$ cat src/ltcw_pkg.sv
// register map, field layout, reset values and timing counts of the lite timebase, capture and watchdog block
// assumes a 200 MHz pclk and a 32-bit APB master; offsets are register indices, byte address is index times four
// Contract
// - counter 1 counts up from zero at osc/32 after reset, no software access
// - counter 1 overflows when it wraps from F9h to 00h, modulo 250
// - period select clear gives 8000 osc periods, set gives 16000
// - each counter 1 overflow sets first timebase flag; interrupt when enabled (code: with period select set only every second overflow sets it)
// - reading first control/status clears first timebase flag; writes leave it alone
// - any edge on capture pin copies counter 1 into capture value, sets flag
// - capture blocked while flag set; reading capture value clears flag; writes ignored
// - capture interrupt requested while capture flag and its enable are set
// - counter 2 counts up at osc/32 from reload value after reset; readable
// - counter 2 overflows past FFh and reloads from the reload register
// - reload register writable anytime; takes effect at next counter 2 overflow
// - counter 2 overflow sets second flag; read of second status clears it
// - enabled watchdog resets the device 2 ms after the last refresh
// - software sets refresh bit periodically; hardware clears it after each interval
// - setting forced-reset bit causes an immediate watchdog reset
// - forced-reset bit reads as watchdog-reset-source flag, cleared after being read
// - hardware watchdog option keeps watchdog active, ignoring software enable
// - halt without reset-on-halt stops counting; wakeup restarts watchdog after 4096 clocks
// - slow, wait and active-halt do not stop the timer; only full halt does
// - three separate interrupt lines, each high while its flag and enable set
package ltcw_pkg;
	localparam logic [7:0] LTCW_IDX_TB2_CS   = 8'h0c;
	localparam logic [7:0] LTCW_IDX_RELOAD   = 8'h0d;
	localparam logic [7:0] LTCW_IDX_CNT2     = 8'h0e;
	localparam logic [7:0] LTCW_IDX_TB1_CS   = 8'h0f;
	localparam logic [7:0] LTCW_IDX_CAPTURE  = 8'h10;
	localparam logic [7:0] LTCW_IDX_WDG_CTRL = 8'h11;

	localparam int LTCW_TB2_IE_BIT  = 1;
	localparam int LTCW_TB2_F_BIT   = 0;
	localparam int LTCW_CAP_IE_BIT  = 7;
	localparam int LTCW_CAP_F_BIT   = 6;
	localparam int LTCW_PSEL_BIT    = 5;
	localparam int LTCW_TB1_IE_BIT  = 4;
	localparam int LTCW_TB1_F_BIT   = 3;
	localparam int LTCW_WDG_EN_BIT  = 0;
	localparam int LTCW_WDG_REF_BIT = 1;
	localparam int LTCW_WDG_RF_BIT  = 2;

	localparam logic [7:0] LTCW_RST_BYTE  = 8'h00;
	localparam logic [7:0] LTCW_CNT1_LAST = 8'hf9;
	localparam logic [7:0] LTCW_CNT2_LAST = 8'hff;

	localparam int          LTCW_OSC_DIV       = 32;
	localparam logic [4:0]  LTCW_OSC_DIV_LAST  = 5'h1f;
	localparam int          LTCW_WDG_MS        = 2;
	localparam int          LTCW_OSC_KHZ       = 8000;
	localparam int          LTCW_WDG_TICKS     = LTCW_WDG_MS * LTCW_OSC_KHZ / LTCW_OSC_DIV;
	localparam int          LTCW_WAKE_CPU_CLKS = 4096;

	typedef struct packed {
		logic [7:0] cnt1;
		logic       tb1_half;
		logic [7:0] cnt2;
		logic [7:0] reload;
		logic [7:0] capture;
		logic       cap_flag;
		logic       cap_ie;
		logic       psel;
		logic       tb1_ie;
		logic       tb1_flag;
		logic       tb2_ie;
		logic       tb2_flag;
		logic       wdg_en;
		logic       wdg_ref;
		logic       wdg_rf;
		logic [8:0] wdg_cnt;
		logic [12:0] wake_cnt;
		logic       pin_s1;
		logic       pin_s2;
		logic       pin_s3;
		logic       halt_s1;
		logic       halt_s2;
		logic       halted_q;
		logic       wdg_rst;
		logic       irq_tb1;
		logic       irq_tb2;
		logic       irq_cap;
		logic       pready;
		logic [31:0] prdata;
	} ltcw_state_t;
endpackage

$ cat src/ltcw_timer.sv
// lite timebase counters, capture register and watchdog behind an APB slave
// assumes pclk stands in for the oscillator; osc/32 tick comes from a divider of pclk
`timescale 1ns/1ps
module ltcw_timer
	import ltcw_pkg::*;
#(
	parameter int WAKE_DELAY = LTCW_WAKE_CPU_CLKS
) (
	input  wire logic        pclk,
	input  wire logic        presetn,
	input  wire logic        psel,
	input  wire logic        penable,
	input  wire logic        pwrite,
	input  wire logic [31:0] paddr,
	input  wire logic [31:0] pwdata,
	output      logic [31:0] prdata,
	output      logic        pready,
	output      logic        pslverr,
	input  wire logic        capture_pin,
	input  wire logic        halt_req,
	input  wire logic        hw_watchdog_opt,
	output      logic        irq_tb1,
	output      logic        irq_tb2,
	output      logic        irq_cap,
	output      logic        watchdog_reset
);
	ltcw_state_t s_q;
	ltcw_state_t s_d;
	logic [4:0]  div_q;
	logic [4:0]  div_d;

	logic        setup;
	logic        wr;
	logic        rd;
	logic [7:0]  idx;
	logic        mapped;
	logic        tick;
	logic        running;
	logic        wdg_active;
	logic        cnt1_ovf;
	logic        cnt2_ovf;
	logic        pin_edge;
	logic [7:0]  rbyte;

	always_comb begin
		setup  = psel && !penable;
		wr     = setup && pwrite;
		rd     = setup && !pwrite;
		idx    = paddr[9:2];
		mapped = (paddr[1:0] == 2'b00) && (paddr[31:10] == 22'h0) &&
			(idx >= LTCW_IDX_TB2_CS) && (idx <= LTCW_IDX_WDG_CTRL);
		// halt stops the divider itself, lower power modes are not seen here
		running    = !s_q.halted_q;
		tick       = running && (div_q == LTCW_OSC_DIV_LAST);
		div_d      = running ? div_q + 5'd1 : div_q;
		wdg_active = (hw_watchdog_opt || s_q.wdg_en) && (s_q.wake_cnt == 13'd0);
		cnt1_ovf   = tick && (s_q.cnt1 == LTCW_CNT1_LAST);
		cnt2_ovf   = tick && (s_q.cnt2 == LTCW_CNT2_LAST);
		pin_edge   = s_q.pin_s2 ^ s_q.pin_s3;
		unique case (idx)
			LTCW_IDX_TB2_CS: begin
				rbyte = {6'h00, s_q.tb2_ie, s_q.tb2_flag};
			end
			LTCW_IDX_RELOAD: begin
				rbyte = s_q.reload;
			end
			LTCW_IDX_CNT2: begin
				rbyte = s_q.cnt2;
			end
			LTCW_IDX_TB1_CS: begin
				rbyte = {s_q.cap_ie, s_q.cap_flag, s_q.psel, s_q.tb1_ie, s_q.tb1_flag, 3'h0};
			end
			LTCW_IDX_CAPTURE: begin
				rbyte = s_q.capture;
			end
			LTCW_IDX_WDG_CTRL: begin
				rbyte = {5'h00, s_q.wdg_rf, s_q.wdg_ref, s_q.wdg_en};
			end
			default: begin
				rbyte = 8'h00;
			end
		endcase
	end

	always_comb begin
		s_d = s_q;
		s_d.pin_s1  = capture_pin;
		s_d.pin_s2  = s_q.pin_s1;
		s_d.pin_s3  = s_q.pin_s2;
		s_d.halt_s1 = halt_req;
		s_d.halt_s2 = s_q.halt_s1;
		s_d.halted_q = s_q.halt_s2;
		s_d.pready  = setup;
		s_d.prdata  = (rd && mapped) ? {24'h0, rbyte} : 32'h0;
		s_d.wdg_rst = 1'b0;

		// wakeup from halt: the watchdog waits before counting again
		if (s_q.halted_q && !s_q.halt_s2) begin
			s_d.wake_cnt = WAKE_DELAY[12:0];
		end else if (s_q.wake_cnt != 13'd0) begin
			s_d.wake_cnt = s_q.wake_cnt - 13'd1;
		end

		// counter 1: two passes of 250 ticks form the doubled period
		if (tick) begin
			s_d.cnt1 = cnt1_ovf ? 8'h00 : s_q.cnt1 + 8'd1;
		end
		if (cnt1_ovf) begin
			s_d.tb1_half = !s_q.tb1_half;
		end
		if (tick) begin
			s_d.cnt2 = cnt2_ovf ? s_q.reload : s_q.cnt2 + 8'd1;
		end

		// register writes; timebase and capture flag bits ignore writes
		if (wr && mapped) begin
			unique case (idx)
				LTCW_IDX_TB2_CS: begin
					s_d.tb2_ie = pwdata[LTCW_TB2_IE_BIT];
				end
				LTCW_IDX_RELOAD: begin
					s_d.reload = pwdata[7:0];
				end
				LTCW_IDX_TB1_CS: begin
					s_d.cap_ie = pwdata[LTCW_CAP_IE_BIT];
					s_d.psel   = pwdata[LTCW_PSEL_BIT];
					s_d.tb1_ie = pwdata[LTCW_TB1_IE_BIT];
				end
				LTCW_IDX_WDG_CTRL: begin
					s_d.wdg_en = s_q.wdg_en | pwdata[LTCW_WDG_EN_BIT];
					if (pwdata[LTCW_WDG_REF_BIT]) begin
						s_d.wdg_ref = 1'b1;
					end
					if (pwdata[LTCW_WDG_RF_BIT]) begin
						s_d.wdg_rst = 1'b1;
						s_d.wdg_rf  = 1'b1;
					end
				end
				default: begin
				end
			endcase
		end

		// read-to-clear, then hardware sets so a same-cycle timebase or watchdog event wins
		if (rd && mapped && idx == LTCW_IDX_TB1_CS) begin
			s_d.tb1_flag = 1'b0;
		end
		if (rd && mapped && idx == LTCW_IDX_TB2_CS) begin
			s_d.tb2_flag = 1'b0;
		end
		if (rd && mapped && idx == LTCW_IDX_CAPTURE) begin
			s_d.cap_flag = 1'b0;
		end
		if (rd && mapped && idx == LTCW_IDX_WDG_CTRL && !(wr && pwdata[LTCW_WDG_RF_BIT])) begin
			s_d.wdg_rf = 1'b0;
		end
		if (cnt1_ovf && (s_q.tb1_half || !s_q.psel)) begin
			s_d.tb1_flag = 1'b1;
		end
		if (cnt2_ovf) begin
			s_d.tb2_flag = 1'b1;
		end
		if (pin_edge && !s_q.cap_flag) begin
			s_d.capture  = s_q.cnt1;
			s_d.cap_flag = 1'b1;
		end

		// watchdog interval; refresh is consumed at the end of each interval
		if (!wdg_active) begin
			s_d.wdg_cnt = 9'd0;
		end else if (tick) begin
			if (s_q.wdg_cnt == 9'(LTCW_WDG_TICKS - 1)) begin
				s_d.wdg_cnt = 9'd0;
				s_d.wdg_ref = 1'b0;
				if (!s_q.wdg_ref) begin
					s_d.wdg_rst = 1'b1;
					s_d.wdg_rf  = 1'b1;
				end
			end else begin
				s_d.wdg_cnt = s_q.wdg_cnt + 9'd1;
			end
		end

		s_d.irq_tb1 = s_d.tb1_flag && s_d.tb1_ie;
		s_d.irq_tb2 = s_d.tb2_flag && s_d.tb2_ie;
		s_d.irq_cap = s_d.cap_flag && s_d.cap_ie;
	end

	always_ff @(posedge pclk or negedge presetn) begin
		if (!presetn) begin
			s_q   <= '0;
			div_q <= 5'd0;
		end else begin
			s_q   <= s_d;
			div_q <= div_d;
		end
	end

	assign prdata         = s_q.prdata;
	assign pready         = s_q.pready;
	assign pslverr        = 1'b0;
	assign irq_tb1        = s_q.irq_tb1;
	assign irq_tb2        = s_q.irq_tb2;
	assign irq_cap        = s_q.irq_cap;
	assign watchdog_reset = s_q.wdg_rst;
endmodule

$ cat config.mk
export PLATFORM = sky130hd
export DESIGN_NAME = ltcw_timer
export DESIGN_NICKNAME = d
export VERILOG_FILES = /design/src/ltcw_pkg.sv /design/src/ltcw_timer.sv
export SDC_FILE = /design/constraint.sdc
export NUM_CORES = 1
export LEC_CHECK = 0
export ABC_AREA = 1
export BUFFER_PORTS_ARGS = -buffer_cell sky130_fd_sc_hd__clkbuf_2
export CAP_MARGIN = 20
export CORE_ASPECT_RATIO = 0.7
export CORE_MARGIN = 1
export CORE_UTILIZATION = 55
export DETAILED_ROUTE_END_ITERATION = 10
export PLACE_DENSITY_LB_ADDON = 0.05
export SYNTH_ARGS = -nofsm -noshare
export SYNTH_HDL_FRONTEND = slang
export SYNTH_SLANG_ARGS = --single-unit
$ cat constraint.sdc
create_clock -name pclk -period 3.8 [get_ports pclk]
set_input_delay 0 -clock pclk [delete_from_list [all_inputs] [get_ports pclk]]
set_output_delay 0 -clock pclk [all_outputs]
set_load 0.05 [all_outputs]
=== Word-level counts from Yosys, hierarchy flattened ===
Index checks and enable logic that the tools add are counted.

* Bits in registers: 89
* Input port bits: 72
* Output and inout bits: 38
* Logic and storage cells: 126

* $add $sub $neg: 5
* $lt $le $gt $ge: 2
* Equal/unequal tests: 11
* Muxes and demuxes: 34
* Bitwise logic cells: 2
* Reductions and logical operators: 42

{| class="wikitable"
|+ Operators by type and width
! kind !! count
|-
| one-hot mux 8 bit (6 select lines) || 1
|-
| equality test 8 x 4 -> 1 bit, second input constant || 4
|-
| two-way mux 13 bit || 2
|-
| logical AND 1 bit || 24
|-
| two-way mux 8 bit || 3
|-
| logical NOT 22 bit || 1
|-
| two-way mux 1 bit || 19
|-
| two-way mux 9 bit || 2
|-
| adder 8 x 1 -> 8 bit, second input constant || 2
|-
| equality test 8 x 5 -> 1 bit, second input constant || 2
|-
| equality test 8 bit, second input constant || 2
|-
| logical NOT 13 bit || 1
|-
| nonzero test 13 bit || 1
|-
| subtractor 13 x 1 -> 13 bit, second input constant || 1
|-
| two-way mux 11 bit || 1
|-
| adder 9 x 1 -> 9 bit, second input constant || 1
|-
| equality test 9 bit, second input constant || 1
|-
| greater-or-equal comparator 8 x 4 -> 1 bit, second input constant || 1
|-
| <= comparator 8 x 5 -> 1 bit, second input constant || 1
|-
| logical NOT 1 bit || 8
|-
| two-way mux 2 bit || 4
|-
| two-way mux 3 bit || 2
|-
| AND reduction 2 bit || 3
|-
| adder 5 x 1 -> 5 bit, second input constant || 1
|-
| 7 further kinds || 8
|}

=== Logic depth before layout (Yosys ltp) ===
* Depth in word-level cells: 12
* Depth in mapped cells: 12
* Depth with buffers taken out: 12

=== Worst setup path before layout ===
No wires, ideal clock.

* Path kind: register -> register
* Start point: register div_q[0]
* End point: register s_q[94] in the netlist's numbering
* Setup time: 0.124 ns
* Arrival: 1.623 ns
* Data required time: 3.676 ns
* Setup slack: 2.053 ns
* Stages on the path, launching flop included: 12
* Path buffers: 0
* Clock period less this slack: 1.747 ns
* Cell sequence: dfrtp_1 ha_1 nand2_1 nor2_1 ha_1 nand2_2 nor2_1 nand3_1 nor3_2 o21ai_0 a21oi_1 a21oi_1

* Longest elaborated chain between the ends: 4

{| class="wikitable"
|+ RTL lines
! element !! RTL line !! text
|-
| start: declaration || ltcw_timer.sv:29 || <nowiki>logic [4:0] div_q;</nowiki>
|-
| start signal: assignment || ltcw_timer.sv:195 || <nowiki>div_q <= div_d;</nowiki>
|-
| equality test 5 bit * || ltcw_timer.sv:54 || <nowiki>tick = running && (div_q == LTCW_OSC_DIV_LAST);</nowiki>
|-
| logical AND 1 bit * || ltcw_timer.sv:54 ||
|-
| logical AND 1 bit || ltcw_timer.sv:58 || <nowiki>cnt2_ovf = tick && (s_q.cnt2 == LTCW_CNT2_LAST);</nowiki>
|-
| two-way mux 8 bit || ltcw_timer.sv:112 || <nowiki>s_d.cnt2 = cnt2_ovf ? s_q.reload : s_q.cnt2 + 8'd1;</nowiki>
|-
| end signal: assignment || ltcw_timer.sv:191 || <nowiki>s_q <= '0;</nowiki>
|-
| end signal: assignment || ltcw_timer.sv:194 || <nowiki>s_q <= s_d;</nowiki>
|-
| end: declaration || ltcw_timer.sv:27 || <nowiki>ltcw_state_t s_q;</nowiki>
|}

Every way passes the cells marked *; elsewhere a longest branch is shown, timed or not.
A chain may end at the register's enable or synchronous reset.

=== Final worst setup path ===
* Start point: register div_q[0]
* End point: register s_q[96] in the netlist's numbering

The elaborated chain is that of the path after synthesis.

==> results.cfg <==
[sta]
skew_ps = 8.26
fmax_mhz = 424
rsz0062_at_grt = no
finalHoldViolCount = 0
worst_pin_slew_ps = 949
fin_tns_setup_ps = 0
setup_ws_ps = 1440
max_slew_margin = 0.363
finalCriticalPeriod_ps = 2360
setup_violations = 0
period_share = 0.621
drv_slew = 0

[detailed_routing]
drt-total-wl_um = 10100
drc = 0
vias = 3924
ant_nets = 0
wl_per_cell_um = 13.3
routed_via_density = 5.14
firstDrtPassIters = 5
drt-initial-drc-count = 228

[critical_path]
cp_max_fo = 18
rr_endpoint = s_q[96]$_DFFE_PN0P_
cpPeakStageDelay_ps = 390
worstPathCellList = ha_1 > nand2_1 > nor2_1 > ha_1 > nand2_2 > nor2_1 > nand3_1 > nor2_2 > inv_2 > a21oi_1 > o21ai_1 > o21ai_0
crit_family = simple AND/OR/NAND/NOR gates
reg2reg_depth = 12
path_buf_inv = 1
rrSetupSlack_ps = 1440
worstSetupPathType = reg -> reg
worstPathRequired_ps = 4050
end_kind = register
crit_slowest_cell = dfrtp_1
cp_data_arrival_time_ps = 2610
r2r_start = div_q[0]$_DFFE_PN0N_
startpoint_type = register

[logic_synthesis]
yosys.area.top_type = dfrtp_1
netlist_instances = 586
synth_top_area_frac = 0.468
syn-mean-instance-area_um2 = 8.12
post_synth_instance_area_um2 = 4760
synth_seq_area_share = 0.468
ys_top_cells_by_area = dfrtp_1, nand2_1, inv_1, nor2_1, buf_4
synth.distinct_cells = 42
ys_seq_elements = 89
ys_warn_count = 0

[clock_tree]
cts_made_buffers = 9
clk_pin_slew_ps = 60
cts_resized = 0
cts_root_buf = clkbuf_16
ctsHtreeMaxLevel = 3
clock-sinks = 89
clock_path_buffers = 2
cts_tree = yes
clk_latency_ps = 340

[power]
ir_drop_mv = 0.428
p_per_area_nw_per_um2 = 453
p_leak_nw = 2.69

[status]
outcome = finished, final reports clean

[hold_path]
hold_path_end = prdata[0]$_DFF_PN0_
hold_depth = 4
hp-start = paddr[3]
hp-class = in -> reg

[placed_design]
preCtsSetupSlack_ps = 1480
dpl_cell_area_um2 = 5010
gp_congestion = 0.845
dp_hpwl_um = 7550
io_buffer_count = 60

[floorplan]
ios = 110
die_area_um2 = 9030
core-area_um2 = 8110
die_h_um = 79.8
fp-row-count = 27
start_util = 0.587
dieWidth_um = 113

[global_route]
antenna_found_initial = 0
grt_pass1_vias = 3740
grt-ovfl-total = 0
grt_pass1_wl_um = 17300
grt_usage = 0.250
grt_start_max_net_pins = 51

[finish]
num-nets-final = 737
drive_gt1_frac = 0.173
fill_cells = 708
diodes = 0
syn_to_final_growth_pct = 14.4
fin_util = 0.671
design_area_um2 = 5440

[flow_run]
drv_cap = 0
==> registers in the layout, summed over array words and instances, names as in the netlist <==
| signal | count |
|---|---|
| div_q | 5 |
| irq_cap | 1 |
| irq_tb1 | 1 |
| irq_tb2 | 1 |
| prdata | 8 |
| pready | 1 |
| s_d | 4 |
| s_q | 67 |
| watchdog_reset | 1 |
==> worst reg2reg max path, cell delays in order (launching register included) <==
cell	delay, ps
dfrtp_1	390
ha_1	190
nand2_1	80
nor2_1	110
ha_1	180
nand2_2	250
nor2_1	180
nand3_1	160
nor2_2	290
inv_2	130
a21oi_1	160
o21ai_1	80
o21ai_0	70
==> metal layers <==
layer,up-vias,share of wire,global-route usage
met3,10,0.058,0.0645
li1,1974,-,-
met1,1831,0.48,0.344
met4,0,0.0086,0.0618
met5,-,0,0
met2,109,0.45,0.396
==> worst max-delay path by stage <==
stage | start | to | slack [ps] | cells past startpoint
detailed placement | div_q[0]$_DFFE_PN0N_ | s_q[96]$_DFFE_PN0P_ | 1480 | 12
finish | div_q[0]$_DFFE_PN0N_ | s_q[96]$_DFFE_PN0P_ | 1440 | 12
global placement | div_q[0]$_DFFE_PN0N_ | s_q[65]$_DFF_PN0_ | 1590 | 12
floorplan | div_q[0]$_DFFE_PN0N_ | s_q[94]$_DFFE_PN0P_ | 2050 | 11
CTS | div_q[0]$_DFFE_PN0N_ | s_q[96]$_DFFE_PN0P_ | 1460 | 12
global route | div_q[0]$_DFFE_PN0N_ | s_q[96]$_DFFE_PN0P_ | 1130 | 12
==> logic make-up after synthesis <==
group                    synth area share
AND/OR/NAND/NOR                     0.243
buffers and inverters               0.119
AO/OA/AOI/OAI                       0.121
flip-flops                          0.468
XOR/XNOR                           0.0295
adder cells (fa/ha/maj)            0.0184
other                            0.000788
==> per-stage QoR <==
step,hold WS (ps),cells,total power [W]
finish,77.2,764,0.00247
global route,85.5,764,0.00261
CTS,66.2,764,0.00249
detailed placement,51.1,735,0.00160
global placement,52.9,735,0.00157
floorplan,-296,610,0.00149
==> placed cells by master (no fill, tap or decap), drive strengths merged, types with 5 or more instances in the layout <==
cell	instances
a21oi	29
clkbuf	70
conb	25
dfrtp	89
dlygate4sd3	13
ha	7
inv	79
nand2	128
nand3	29
nand4	6
nor2	82
nor3	10
o21ai	49
o22ai	5
xor2	13
==> power breakdown <==
part           internal (W)  switching [W]
sequential          0.00105      0.0000861
combinational      0.000166       0.000293
clock              0.000525       0.000349
total               0.00174       0.000729
==> layout make-up <==
type,count,area (um^2),share of cell area
inverters,79,297,0.0545
clock inverters,5,55.1,0.0101
flip-flops and latches,89,2230,0.409
repair buffers,74,440,0.0809
clock buffers,11,243,0.0446
well taps,101,126,0.0232
multi-input cells,405,2050,0.377
==> repair_timing <==
item,CTS,global route
endpoints found under the setup margin,0,0
endpoints found under the hold margin,65,0
buffers inserted,0,0
hold buffers,13,0
==> Yosys cell counts, drive strengths merged <==
master  number
a21oi       29
a211o        1
a211oi       2
o221a        1
inv         79
xnor2        3
o211ai       1
clkbuf       3
a31oi        2
o221ai       2
nor2        82
dfrtp       89
buf         34
o21bai       1
o21ai       49
nor4         2
and3         1
o22ai        5
nor3        10
ha           7
o31ai        3
xor2        13
nand3       29
and2         1
nand2      128
nand4        6
conb         1
o21a         2
No activity file was read; power rests on OpenSTA's default activity.
